===== src/hcr_consts.svh =====
// Offsets, field positions, masks and reset values of the hub configuration bank
`ifndef HCR_CONSTS_SVH
`define HCR_CONSTS_SVH

// ****************************************************************
// Register word indices (byte address is four times the index)
// ****************************************************************
`define HCR_IDX_TOPOLOGY_A 4'h0
`define HCR_IDX_TOPOLOGY_B 4'h1
`define HCR_IDX_POWER_GOOD_DELAY 4'h2
`define HCR_IDX_PRODUCT_ID_LOW 4'h3
`define HCR_IDX_PRODUCT_ID_HIGH 4'h4
`define HCR_IDX_VENDOR_ID_LOW 4'h5
`define HCR_IDX_VENDOR_ID_HIGH 4'h6
`define HCR_IDX_USB_CONTROL 4'h7
`define HCR_IDX_GLOBAL_CONTROL 4'h8
`define HCR_NUM_REGS 9
`define HCR_IDX_LSB 2
`define HCR_IDX_MSB 5

// ****************************************************************
// Field positions and write masks
// ****************************************************************
`define HCR_TOPO_B_PORT5_ENABLE 0
`define HCR_TOPO_B_PORT5_FIXED 1
`define HCR_TOPO_B_PORT6_LSB 4
`define HCR_TOPO_B_PORT6_MSB 5
`define HCR_TOPO_B_POWER_SWITCH 7
`define HCR_TOPO_B_WRITE_MASK 8'hb3
`define HCR_USB_CTL_GATE 4
`define HCR_USB_CTL_ATTACH 7
`define HCR_USB_CTL_WRITE_MASK 8'h90
`define HCR_GLOB_CTL_POLARITY 0
`define HCR_GLOB_CTL_WRITE_MASK 8'h01

// ****************************************************************
// Reset values
// ****************************************************************
`define HCR_REG_RESET 8'h00
`define HCR_SYNC_IDLE 1'b1
`define HCR_RESET_OUT_AT_RESET 1'b0

`endif


===== src/hcr_pkg.sv =====
// Types shared by the hub configuration bank
package hcr_pkg;

  // Embedded port six state
  typedef enum logic [1:0] {
    HCR_P6_ABSENT = 2'h0,
    HCR_P6_FIXED = 2'h1,
    HCR_P6_REMOVABLE_OUT = 2'h2,
    HCR_P6_REMOVABLE_IN = 2'h3
  } hcr_port6_state_t;

  // Configuration the hub core reads; index 0 is port one
  typedef struct packed {
    logic power_switching_available;
    hcr_port6_state_t port_six_embedded_state;
    logic [4:0] port_enable;
    logic [4:0] port_fixed;
    logic [7:0] power_good_delay;
    logic [15:0] product_id;
    logic [15:0] vendor_id;
  } hcr_hub_cfg_t;

endpackage


===== src/hcr_pin_sync.sv =====
// Three-stage pin synchroniser with agreement filter
`timescale 1ns/1ns
`default_nettype none
`include "hcr_consts.svh"

module hcr_pin_sync
(
  // Clock and reset
  input wire logic pclk,
  input wire logic presetn,
  // Pin and filtered level
  input wire logic pin,
  output logic level
);

  logic s1;
  logic s2;
  logic s3;

  // A change counts only once stages two and three agree
  always_ff @(posedge pclk or negedge presetn)
  begin
    if (!presetn)
    begin
      s1 <= `HCR_SYNC_IDLE;
      s2 <= `HCR_SYNC_IDLE;
      s3 <= `HCR_SYNC_IDLE;
      level <= `HCR_SYNC_IDLE;
    end
    else
    begin
      s1 <= pin;
      s2 <= s1;
      s3 <= s2;
      if (s2 == s3)
      begin
        level <= s3;
      end
    end
  end

endmodule
`default_nettype wire


===== src/hcr_top.sv =====
// Hub configuration bank with reset interconnect and pullup control
`timescale 1ns/1ns
`default_nettype none
`include "hcr_consts.svh"

//
// Overview of operation
// - Topology and power-good registers clear on power-up reset only.
// - Topology A even bits 0,2,4,6 enable ports one to four.
// - Topology A odd bits 1,3,5,7 mark ports one to four permanent.
// - Topology B bit 0 enables port five, bit 1 marks it permanent.
// - Topology B bits 5:4 give embedded port six state, reset 00b.
// - Topology B bit 7 reports power switching available, reset 0.
// - Power-good delay byte, units of 2 ms, reset 0.
// - Two read-write bytes hold hub product identifier.
// - Two read-write bytes hold hub vendor identifier.
// - Internal reset on power-up reset, or gated function reset.
// - Function reset gate bit is cleared at power-up.
// - Internal reset clears only the four identifier bytes; topology, power-good and control are kept.
// - Reset output carries internal reset, polarity chosen by global control.
// - Attach bit 1 drives pullup high, 0 drives it low.
// - Attach control is bit seven of the USB control register.
module hcr_top
#(
  parameter int ADDR_W = 12
)
(
  // Clock and power-up reset
  input wire logic pclk,
  input wire logic presetn,
  // APB slave
  input wire logic psel,
  input wire logic penable,
  input wire logic pwrite,
  input wire logic [ADDR_W-1:0] paddr,
  input wire logic [31:0] pwdata,
  output logic [31:0] prdata,
  output logic pready,
  output logic pslverr,
  // USB function reset pin, active low
  input wire logic function_reset_in_n,
  // Reset and pullup pins
  output logic internal_reset_n,
  output logic reset_output_pin,
  output logic pullup_drive_pin,
  // Configuration to the hub core
  output hcr_pkg::hcr_hub_cfg_t hub_cfg
);

  // ****************************************************************
  // Address decode
  // ****************************************************************
  wire logic [3:0] addr_idx;
  wire logic addr_hit;
  wire logic access;
  wire logic next_pready;
  wire logic wr_en;
  wire logic [7:0] wr_byte;
  wire logic [`HCR_NUM_REGS-1:0] wr_sel;
  wire logic [7:0] reg_view [0:`HCR_NUM_REGS-1];
  wire logic [7:0] rd_byte;

  assign addr_idx = paddr[`HCR_IDX_MSB:`HCR_IDX_LSB];
  assign addr_hit = (paddr[ADDR_W-1:`HCR_IDX_MSB+1] == '0)
                  && (paddr[`HCR_IDX_LSB-1:0] == 2'h0)
                  && (addr_idx < 4'(`HCR_NUM_REGS));
  assign access = psel && penable;
  assign next_pready = access && !pready;
  // A write lands only at the edge where the master sees pready
  assign wr_en = access && pready && pwrite && addr_hit;
  assign wr_byte = pwdata[7:0];

  genvar gi;
  generate
    for (gi = 0; gi < `HCR_NUM_REGS; gi++)
    begin : g_sel
      assign wr_sel[gi] = wr_en && (addr_idx == 4'(gi));
    end
  endgenerate

  assign rd_byte = addr_hit ? reg_view[addr_idx] : 8'h00;

  // ****************************************************************
  // APB answer
  // ****************************************************************
  // One wait state keeps every bus output on a flop
  always_ff @(posedge pclk or negedge presetn)
  begin
    if (!presetn)
    begin
      pready <= 1'b0;
      prdata <= 32'h0000_0000;
      pslverr <= 1'b0;
    end
    else
    begin
      pready <= next_pready;
      prdata <= next_pready ? {24'h00_0000, rd_byte} : 32'h0000_0000;
      pslverr <= next_pready && !addr_hit;
    end
  end

  // ****************************************************************
  // Function reset interconnect
  // ****************************************************************
  logic fr_level_n;
  logic [7:0] usb_control_reg;
  logic [7:0] global_control_reg;
  wire logic function_reset_gate;
  wire logic fr_clear;
  wire logic next_internal_reset_n;
  wire logic next_reset_output;

  hcr_pin_sync u_fr_sync
  (
    .pclk(pclk),
    .presetn(presetn),
    .pin(function_reset_in_n),
    .level(fr_level_n)
  );

  assign function_reset_gate = usb_control_reg[`HCR_USB_CTL_GATE];
  assign fr_clear = !fr_level_n && function_reset_gate;
  assign next_internal_reset_n = !fr_clear;
  // Polarity bit set gives an active-high reset pin
  assign next_reset_output = global_control_reg[`HCR_GLOB_CTL_POLARITY]
                           ? !next_internal_reset_n
                           : next_internal_reset_n;

  // ****************************************************************
  // Hub topology and power-good delay
  // ****************************************************************
  logic [7:0] hub_port_topology_a;
  logic [7:0] hub_port_topology_b;
  logic [7:0] hub_power_good_delay;

  // Function reset deliberately absent here
  always_ff @(posedge pclk or negedge presetn)
  begin
    if (!presetn)
    begin
      hub_port_topology_a <= `HCR_REG_RESET;
      hub_port_topology_b <= `HCR_REG_RESET;
      hub_power_good_delay <= `HCR_REG_RESET;
    end
    else
    begin
      if (wr_sel[`HCR_IDX_TOPOLOGY_A])
      begin
        hub_port_topology_a <= wr_byte;
      end
      if (wr_sel[`HCR_IDX_TOPOLOGY_B])
      begin
        hub_port_topology_b <= wr_byte & `HCR_TOPO_B_WRITE_MASK;
      end
      if (wr_sel[`HCR_IDX_POWER_GOOD_DELAY])
      begin
        hub_power_good_delay <= wr_byte;
      end
    end
  end

  // ****************************************************************
  // Product and vendor identifiers
  // ****************************************************************
  // Identifiers belong to ordinary logic, so a gated function reset clears them
  logic [7:0] id_byte [0:3];

  generate
    for (gi = 0; gi < 4; gi++)
    begin : g_id
      always_ff @(posedge pclk or negedge presetn)
      begin
        if (!presetn)
        begin
          id_byte[gi] <= `HCR_REG_RESET;
        end
        else if (fr_clear)
        begin
          id_byte[gi] <= `HCR_REG_RESET;
        end
        else if (wr_sel[`HCR_IDX_PRODUCT_ID_LOW + gi])
        begin
          id_byte[gi] <= wr_byte;
        end
      end
    end
  endgenerate

  // ****************************************************************
  // USB and global control
  // ****************************************************************
  always_ff @(posedge pclk or negedge presetn)
  begin
    if (!presetn)
    begin
      usb_control_reg <= `HCR_REG_RESET;
      global_control_reg <= `HCR_REG_RESET;
    end
    else
    begin
      if (wr_sel[`HCR_IDX_USB_CONTROL])
      begin
        usb_control_reg <= wr_byte & `HCR_USB_CTL_WRITE_MASK;
      end
      if (wr_sel[`HCR_IDX_GLOBAL_CONTROL])
      begin
        global_control_reg <= wr_byte & `HCR_GLOB_CTL_WRITE_MASK;
      end
    end
  end

  // ****************************************************************
  // Read view
  // ****************************************************************
  assign reg_view[`HCR_IDX_TOPOLOGY_A] = hub_port_topology_a;
  assign reg_view[`HCR_IDX_TOPOLOGY_B] = hub_port_topology_b;
  assign reg_view[`HCR_IDX_POWER_GOOD_DELAY] = hub_power_good_delay;
  assign reg_view[`HCR_IDX_PRODUCT_ID_LOW] = id_byte[0];
  assign reg_view[`HCR_IDX_PRODUCT_ID_HIGH] = id_byte[1];
  assign reg_view[`HCR_IDX_VENDOR_ID_LOW] = id_byte[2];
  assign reg_view[`HCR_IDX_VENDOR_ID_HIGH] = id_byte[3];
  assign reg_view[`HCR_IDX_USB_CONTROL] = usb_control_reg;
  assign reg_view[`HCR_IDX_GLOBAL_CONTROL] = global_control_reg;

  // ****************************************************************
  // Pins
  // ****************************************************************
  // Pullup follows the attach bit; toggling it re-enumerates without a replug
  always_ff @(posedge pclk or negedge presetn)
  begin
    if (!presetn)
    begin
      internal_reset_n <= 1'b0;
      reset_output_pin <= `HCR_RESET_OUT_AT_RESET;
      pullup_drive_pin <= 1'b0;
    end
    else
    begin
      internal_reset_n <= next_internal_reset_n;
      reset_output_pin <= next_reset_output;
      pullup_drive_pin <= usb_control_reg[`HCR_USB_CTL_ATTACH];
    end
  end

  // ****************************************************************
  // Hub core configuration
  // ****************************************************************
  generate
    for (gi = 0; gi < 4; gi++)
    begin : g_port
      assign hub_cfg.port_enable[gi] = hub_port_topology_a[2*gi];
      assign hub_cfg.port_fixed[gi] = hub_port_topology_a[2*gi+1];
    end
  endgenerate

  assign hub_cfg.port_enable[4] = hub_port_topology_b[`HCR_TOPO_B_PORT5_ENABLE];
  assign hub_cfg.port_fixed[4] = hub_port_topology_b[`HCR_TOPO_B_PORT5_FIXED];
  assign hub_cfg.port_six_embedded_state = hcr_pkg::hcr_port6_state_t'(
    hub_port_topology_b[`HCR_TOPO_B_PORT6_MSB:`HCR_TOPO_B_PORT6_LSB]);
  assign hub_cfg.power_switching_available = hub_port_topology_b[`HCR_TOPO_B_POWER_SWITCH];
  assign hub_cfg.power_good_delay = hub_power_good_delay;
  assign hub_cfg.product_id = {id_byte[1], id_byte[0]};
  assign hub_cfg.vendor_id = {id_byte[3], id_byte[2]};

  // ****************************************************************
  // Assertions
  // ****************************************************************
  chk_topo_a_write: assert property (
    @(posedge pclk) disable iff (!presetn)
    wr_sel[`HCR_IDX_TOPOLOGY_A] |=> hub_port_topology_a == $past(pwdata[7:0]))
    else $error("topology A did not take the written byte");

  chk_topo_keep_fr: assert property (
    @(posedge pclk) disable iff (!presetn)
    (fr_clear && !wr_en) |=> $stable(hub_port_topology_a) && $stable(hub_power_good_delay)
      && $stable(hub_port_topology_b))
    else $error("function reset disturbed hub configuration");

  chk_topo_b_rsv: assert property (
    @(posedge pclk) disable iff (!presetn)
    hub_port_topology_b[3:2] == 2'h0 && hub_port_topology_b[6] == 1'b0)
    else $error("reserved topology B bits not zero");

  chk_pgd_write: assert property (
    @(posedge pclk) disable iff (!presetn)
    wr_sel[`HCR_IDX_POWER_GOOD_DELAY] |=> hub_cfg.power_good_delay == $past(pwdata[7:0]))
    else $error("power-good delay not written");

  chk_int_reset: assert property (
    @(posedge pclk) disable iff (!presetn)
    $past(presetn) |-> internal_reset_n == !$past(!fr_level_n && usb_control_reg[`HCR_USB_CTL_GATE]))
    else $error("internal reset does not follow gated function reset");

  chk_id_clear: assert property (
    @(posedge pclk) disable iff (!presetn)
    fr_clear |=> hub_cfg.product_id == 16'h0000 && hub_cfg.vendor_id == 16'h0000)
    else $error("identifiers survived function reset");

  chk_ctl_keep: assert property (
    @(posedge pclk) disable iff (!presetn)
    (fr_clear && !wr_en) |=> $stable(usb_control_reg) && $stable(global_control_reg))
    else $error("control registers disturbed by function reset");

  chk_rst_out_pol: assert property (
    @(posedge pclk) disable iff (!presetn)
    reset_output_pin == ($past(global_control_reg[0]) ? !internal_reset_n : internal_reset_n))
    else $error("reset output polarity wrong");

  chk_attach_pullup: assert property (
    @(posedge pclk) disable iff (!presetn)
    wr_sel[`HCR_IDX_USB_CONTROL] |=> ##1 pullup_drive_pin == $past(pwdata[7], 2))
    else $error("pullup does not follow attach bit");

  chk_id_write: assert property (
    @(posedge pclk) disable iff (!presetn)
    (wr_sel[`HCR_IDX_PRODUCT_ID_HIGH] && !fr_clear) |=> hub_cfg.product_id[15:8] == $past(pwdata[7:0]))
    else $error("product identifier high byte not written");

  chk_ready_pulse: assert property (
    @(posedge pclk) disable iff (!presetn)
    pready |=> !pready)
    else $error("pready held longer than one cycle");

  chk_unmapped_err: assert property (
    @(posedge pclk) disable iff (!presetn)
    next_pready && !addr_hit |=> pslverr && prdata == 32'h0000_0000)
    else $error("unmapped access not refused");

endmodule
`default_nettype wire


===== config.mk =====
export PLATFORM = sky130hd
export DESIGN_NAME = hcr_top
export DESIGN_NICKNAME = d
export VERILOG_FILES = /design/src/hcr_pkg.sv /design/src/hcr_pin_sync.sv /design/src/hcr_top.sv
export VERILOG_INCLUDE_DIRS = /design/src /design/src/src
export SDC_FILE = /design/constraint.sdc
export NUM_CORES = 1
export LEC_CHECK = 0
export ABC_AREA = 1
export BUFFER_PORTS_ARGS = -buffer_cell sky130_fd_sc_hd__clkbuf_2
export CORE_ASPECT_RATIO = 0.7
export CORE_MARGIN = 2
export CORE_UTILIZATION = 35
export DETAILED_ROUTE_END_ITERATION = 7
export GPL_TIMING_DRIVEN = 0
export PLACE_DENSITY = 0.6
export SYNTH_ARGS = -nofsm -noshare
export SYNTH_HDL_FRONTEND = slang
export SYNTH_SLANG_ARGS = --single-unit

===== constraint.sdc =====
create_clock -name pclk -period 2.3 [get_ports pclk]
set_input_delay 0.46 -clock pclk [delete_from_list [all_inputs] [get_ports pclk]]
set_output_delay 0.46 -clock pclk [all_outputs]
set_load 0.01 [all_outputs]

# Yosys cells after proc, flatten, opt, wreduce, memory -nomap -nowiden
# Cells that the tools add are included.
# op_classes
n_lt_le_gt_ge	2
eq_ne	9
n_mux	14
bitwise_logic	1
n_reduce_logical	29
# ops
op	count
$mux 8	12
$bmux 8 s4	1
$logic_and 1x1->1	18
$eq 4x3->1 const B	4
$eq 4x2->1 const B	2
$reduce_bool 2->1	4
$logic_not 6->1	1
$ge 5x5->1 const B	1
$not 4->5	1
$eq 4x1->1 const B	1
$eq 4x4->1 const B	1
$logic_not 1->1	4
$logic_not 4->1	1
$lt 4x4->1 const B	1
$logic_not 2->1	1
$eq 1x1->1	1
$mux 1	1
# totals
reg_bits	73
output_inout_bits	90
elab_cells	74

# Logic depth before layout (Yosys ltp)
# depth
word_depth	7
depth_mapped	9
depth_no_buf	8

# Cells and area by module
# Synthesis repeated with hierarchy kept, for this count alone.
# unflattened
cells_unflattened	450
hier_area_um2	3673.5
# modules_own_cells
mod	n_inst	cells_per_inst	area_each_um2	seq_area_each_um2
hcr_top	1	442	3552.2	1726.7
hcr_pin_sync	1	8	121.4	105.1

# Worst setup path after synthesis
# No wires, ideal clock.
# synth_path
path_kind	input to register
startpoint	input paddr[9]
endpoint	register id_byte (netlist bit hub_cfg[0])
setup_time_ps	120
t_arrival_ps	1441
required_time_ps	2180
slack_ps	739
path_stages	7
n_path_buf	1
cell_sequence	nor2_1 -> nand2_1 -> nor2_1 -> buf_6 -> nand4_1 -> nand3_1 -> nand2_1
# synth_between
elab_chain_cells	6
# synth_rtl
element	line_no	source
from (decl)	hcr_top.sv:35	input wire logic [ADDR_W-1:0] paddr,
$logic_not 6->1	hcr_top.sv:64	assign addr_hit = (paddr[ADDR_W-1:`HCR_IDX_MSB+1] == '0)
$logic_and 1x1->1 (2 in a row)	hcr_top.sv:64	
$logic_and 1x1->1	hcr_top.sv:70	assign wr_en = access && pready && pwrite && addr_hit;
$logic_and 1x1->1	hcr_top.sv:77	assign wr_sel[gi] = wr_en && (addr_idx == 4'(gi));
$reduce_bool 2->1 (no source line)	--	
to (signal, indexed assignment)	hcr_top.sv:176	id_byte[gi] <= `HCR_REG_RESET;
to (signal, indexed assignment)	hcr_top.sv:180	id_byte[gi] <= `HCR_REG_RESET;
to (signal, indexed assignment)	hcr_top.sv:184	id_byte[gi] <= wr_byte;
to (decl)	hcr_top.sv:167	logic [7:0] id_byte [0:3];
# No other way between the ends.
# A chain may end at the register's enable or synchronous reset.

# Worst setup path in the final report
# layout_path
startpoint	input paddr[2]
endpoint	register prdata[4]
# layout_between
elab_chain_cells	6
# layout_rtl
element	line_no	source
$not 4->5 (implied by the code)	hcr_top.sv:81	assign rd_byte = addr_hit ? reg_view[addr_idx] : 8'h00;
$bmux 8 s4	hcr_top.sv:81	
$mux 8 (implied by the code) (2 in a row)	hcr_top.sv:81	
$mux 8 *	hcr_top.sv:81	
$mux 8 *	hcr_top.sv:98	prdata <= next_pready ? {24'h00_0000, rd_byte} : 32'h0000_0000;
to (signal assigned)	hcr_top.sv:98	
to (decl)	hcr_top.sv:37	output logic [31:0] prdata,
# Mark *: on every way between the ends. The rest lies on a longest branch, timed or not. The select of a mux whose other input is x is not followed.

==> metrics.md <==
| Metric | Value |
|---|---|
| Root Buffer | `clkbuf_16` |
| CP arrival | `slightly above 2 ns` |
| Post-Syn Area | `3630 um2` |
| Clock sink count | `73` |
| Fin crit share | `~79%` |
| Chip height | `roughly 89 um` |
| Hold/Removal Path Class | `input pin to asynchronous set/reset pin` |
| Synthesized instance count | `between 400 and 500` |
| Post-route ant nets | `0` |
| Synth cell types | `27` |
| Final hold viol count | `0` |
| Fill cell count | `1062` |
| RSZ-0062 raised after global routing | `no` |
| First-pass GRT wire length | `around 17000 um` |
| YS warnings | `0` |
| Final core utilization | `between 40 and 50%` |
| LEAKAGE | `2.58 nW` |
| Post-CTS resize count | `0` |
| Core area | `10200 um2` |
| Fin nets | `roughly 630` |
| Die W | `roughly 130 um` |
| Cell Chain, Critical Path | `clkbuf_2, nor2_4, nand2_1, nand2_1, buf_6, nand2_1, nor2_1, inv_1, a21oi_1` |
| Max_slew headroom | `a little over three fifths` |
| Clock latency on the worst-skew pair | `~0.35 ns` |
| PortBufs | `approximately 90` |
| H-tree lvl count | `3` |
| Initial antenna violation count | `0` |
| Drt first pass iters | `4` |
| Status | `complete, no violations` |
| Vias per inst | `about 4.8` |
| Remaining DRCs | `0` |
| Slew Viols, Final | `0` |
| Die ar. | `around 11000 um2` |
| Pwr Total | `slightly above 3 mW` |
| Largest net degree at the start of global routing | `46` |
| Post-CTS Setup Bufs | `0` |
| Avg Cell Area, Syn | `8.08 um2` |
| Total CTS buffers | `9` |
| Pwr Density | `around 650 nW/um2` |
| Final setup violation count | `0` |
| Placed cell area | `4370 um2` |
| Area delta synth->final | `29.4%` |
| Startpoint types | `input pin` |
| # hold bufs at CTS | `0` |
| Critical path type | `input pin to register` |
| Setup_tns | `0 ns` |
| Sequential cell area fraction in the yosys report | `50.5%` |
| GRT Total Usage | `20.6%` |
| Avg WL per Cell | `about 15 um` |
| Max incr delay on CP | `0.33 ns` |
| Worst path required time | `approximately 2.5 ns` |
| Drt total wl | `between 10000 and 15000 um` |
| VDD IR-drop max | `~0.36 mV` |
| Clock buffer depth | `2` |
| Post-layout minimum cycle time | `around 1.8 ns` |
| Worst R2R Setup Slack | `0.51 ns` |
| Final worst clock skew | `around 0.0090 ns` |
| Design area | `about 4700 um2` |
| Vias in the first global route | `between 3000 and 4000` |
| Worst Tran Pin Value | `roughly 0.55 ns` |
| #FFs+latches synth | `73` |
| CP Capture Type | `register` |
| FMAX | `550 MHz` |
| Row cnt | `31` |
| Worst Path Max Fanout | `10` |
| CTS tree | `done` |
| DR iter-0 viols | `between 200 and 300` |
| Slowest cell on crit path | `nor2_4` |
| Io pins | `140` |
| Max reg flops | `32` |
| Grt ovf | `0` |
| Vias | `3406` |
| Smallest hold slack | `0.0843 ns` |
| Starting Density | `35.6%` |
| Antenna diodes | `0` |
| Clk slew on worst S/H paths | `around 0.050 ns` |
| CP dominant cell by count | `nand2_1` |
| Fraction of layout cells with a size suffix above 1 | `around 28%` |
| Max Cap Viol | `0` |
| R2r worst-path depth | `6` |
| Final RePlAce weighted congestion | `0.895` |
| HPWL after detailed placement | `8310 um` |
[synth_stat cells (all sizes together)]
cell type,count,share of area [%]
a21oi,8,1.1
buf,30,6.5
clkbuf,3,0.31
conb,1,0.10
dfrtp,69,48
dfstp,4,2.9
inv,31,3.3
maj3,1,0.28
nand2,180,19
nand3,47,6.8
nand4,9,2.5
nor2,38,5.2
o21ai,26,4.3
o22ai,1,0.17
xnor2,1,0.24
[worst max-delay path: cells and delay by family]
kind	cells	cell delay, ns
AOI/OAI and AO/OA	1	0.32
and+or+nand+nor	5	0.75
buffers and inverters	3	0.48
[final timing paths]
check                                     endpoint                      startpoint
min                            prdata[0]$_DFF_PN0_                         presetn
max                            prdata[4]$_DFF_PN0_                        paddr[2]
min reg2reg                 u_fr_sync.s2$_DFF_PN1_          u_fr_sync.s1$_DFF_PN1_
max in group asynchronous  hub_cfg[15]$_DFFE_PN0P_                         presetn
max reg2reg                hub_cfg[18]$_DFFE_PN0P_  usb_control_reg[4]$_DFFE_PN0P_
min in group pclk           u_fr_sync.s1$_DFF_PN1_             function_reset_in_n
[metal layers]
metal	GRT usage, %	part of all wire, %	up-vias
li1	-	-	1631
met1	28.8	48	1605
met2	30.9	42	157
met3	5.69	9.0	13
met4	7.37	1.5	0
met5	0	0	-
[logic make-up after synthesis]
group / count (synthesis) / share of synthesized area [%]
buf+inv: 64 / 10.1
fa+ha+maj: 1 / 0.276
flops: 73 / 50.5
xor+xnor: 1 / 0.241
simple gates: 274 / 33.2
compound gates: 35 / 5.59
other cells: 1 / 0.103
[layout make-up]
cell class	count	area, um2	area share (%)
Tap cell	132	165	3.52
Clock buffer	11	253	5.38
Sequential cell	73	1830	39.0
Buffer	33	246	5.25
Clock inverter	4	76.3	1.63
Inverter	31	119	2.53
Multi-Input combinational cell	335	1520	32.3
Timing Repair Buffer	92	485	10.3
[metrics by stage]
stage | setup slack, ns | cells
4_1_cts | 0.531 | 711
5_1_grt | 0.346 | 711
6_report | 0.483 | 711
3_5_place_dp | 0.179 | 696
2_1_floorplan | 0.739 | 472
3_3_place_gp | 0.149 | 695
[report_power, final]
group / switching (mW) / internal, mW
clock: 0.541 / 1.00
sequential: 0.00386 / 1.29
combinational: 0.134 / 0.0678
total: 0.679 / 2.37
[cell usage in the layout, fill, tap and decap left out, drive strengths merged]
cell	instances
nand4	9
bufinv	2
a21oi	8
clkbuf	105
inv	31
o22ai	1
o21ai	26
dfrtp	69
nand3	47
nor2	38
clkinvlp	1
xnor2	1
dfstp	4
conb	24
clkinv	1
maj3	1
nand2	180
buf	31
Note: power is estimated with default switching activity, not from simulation.
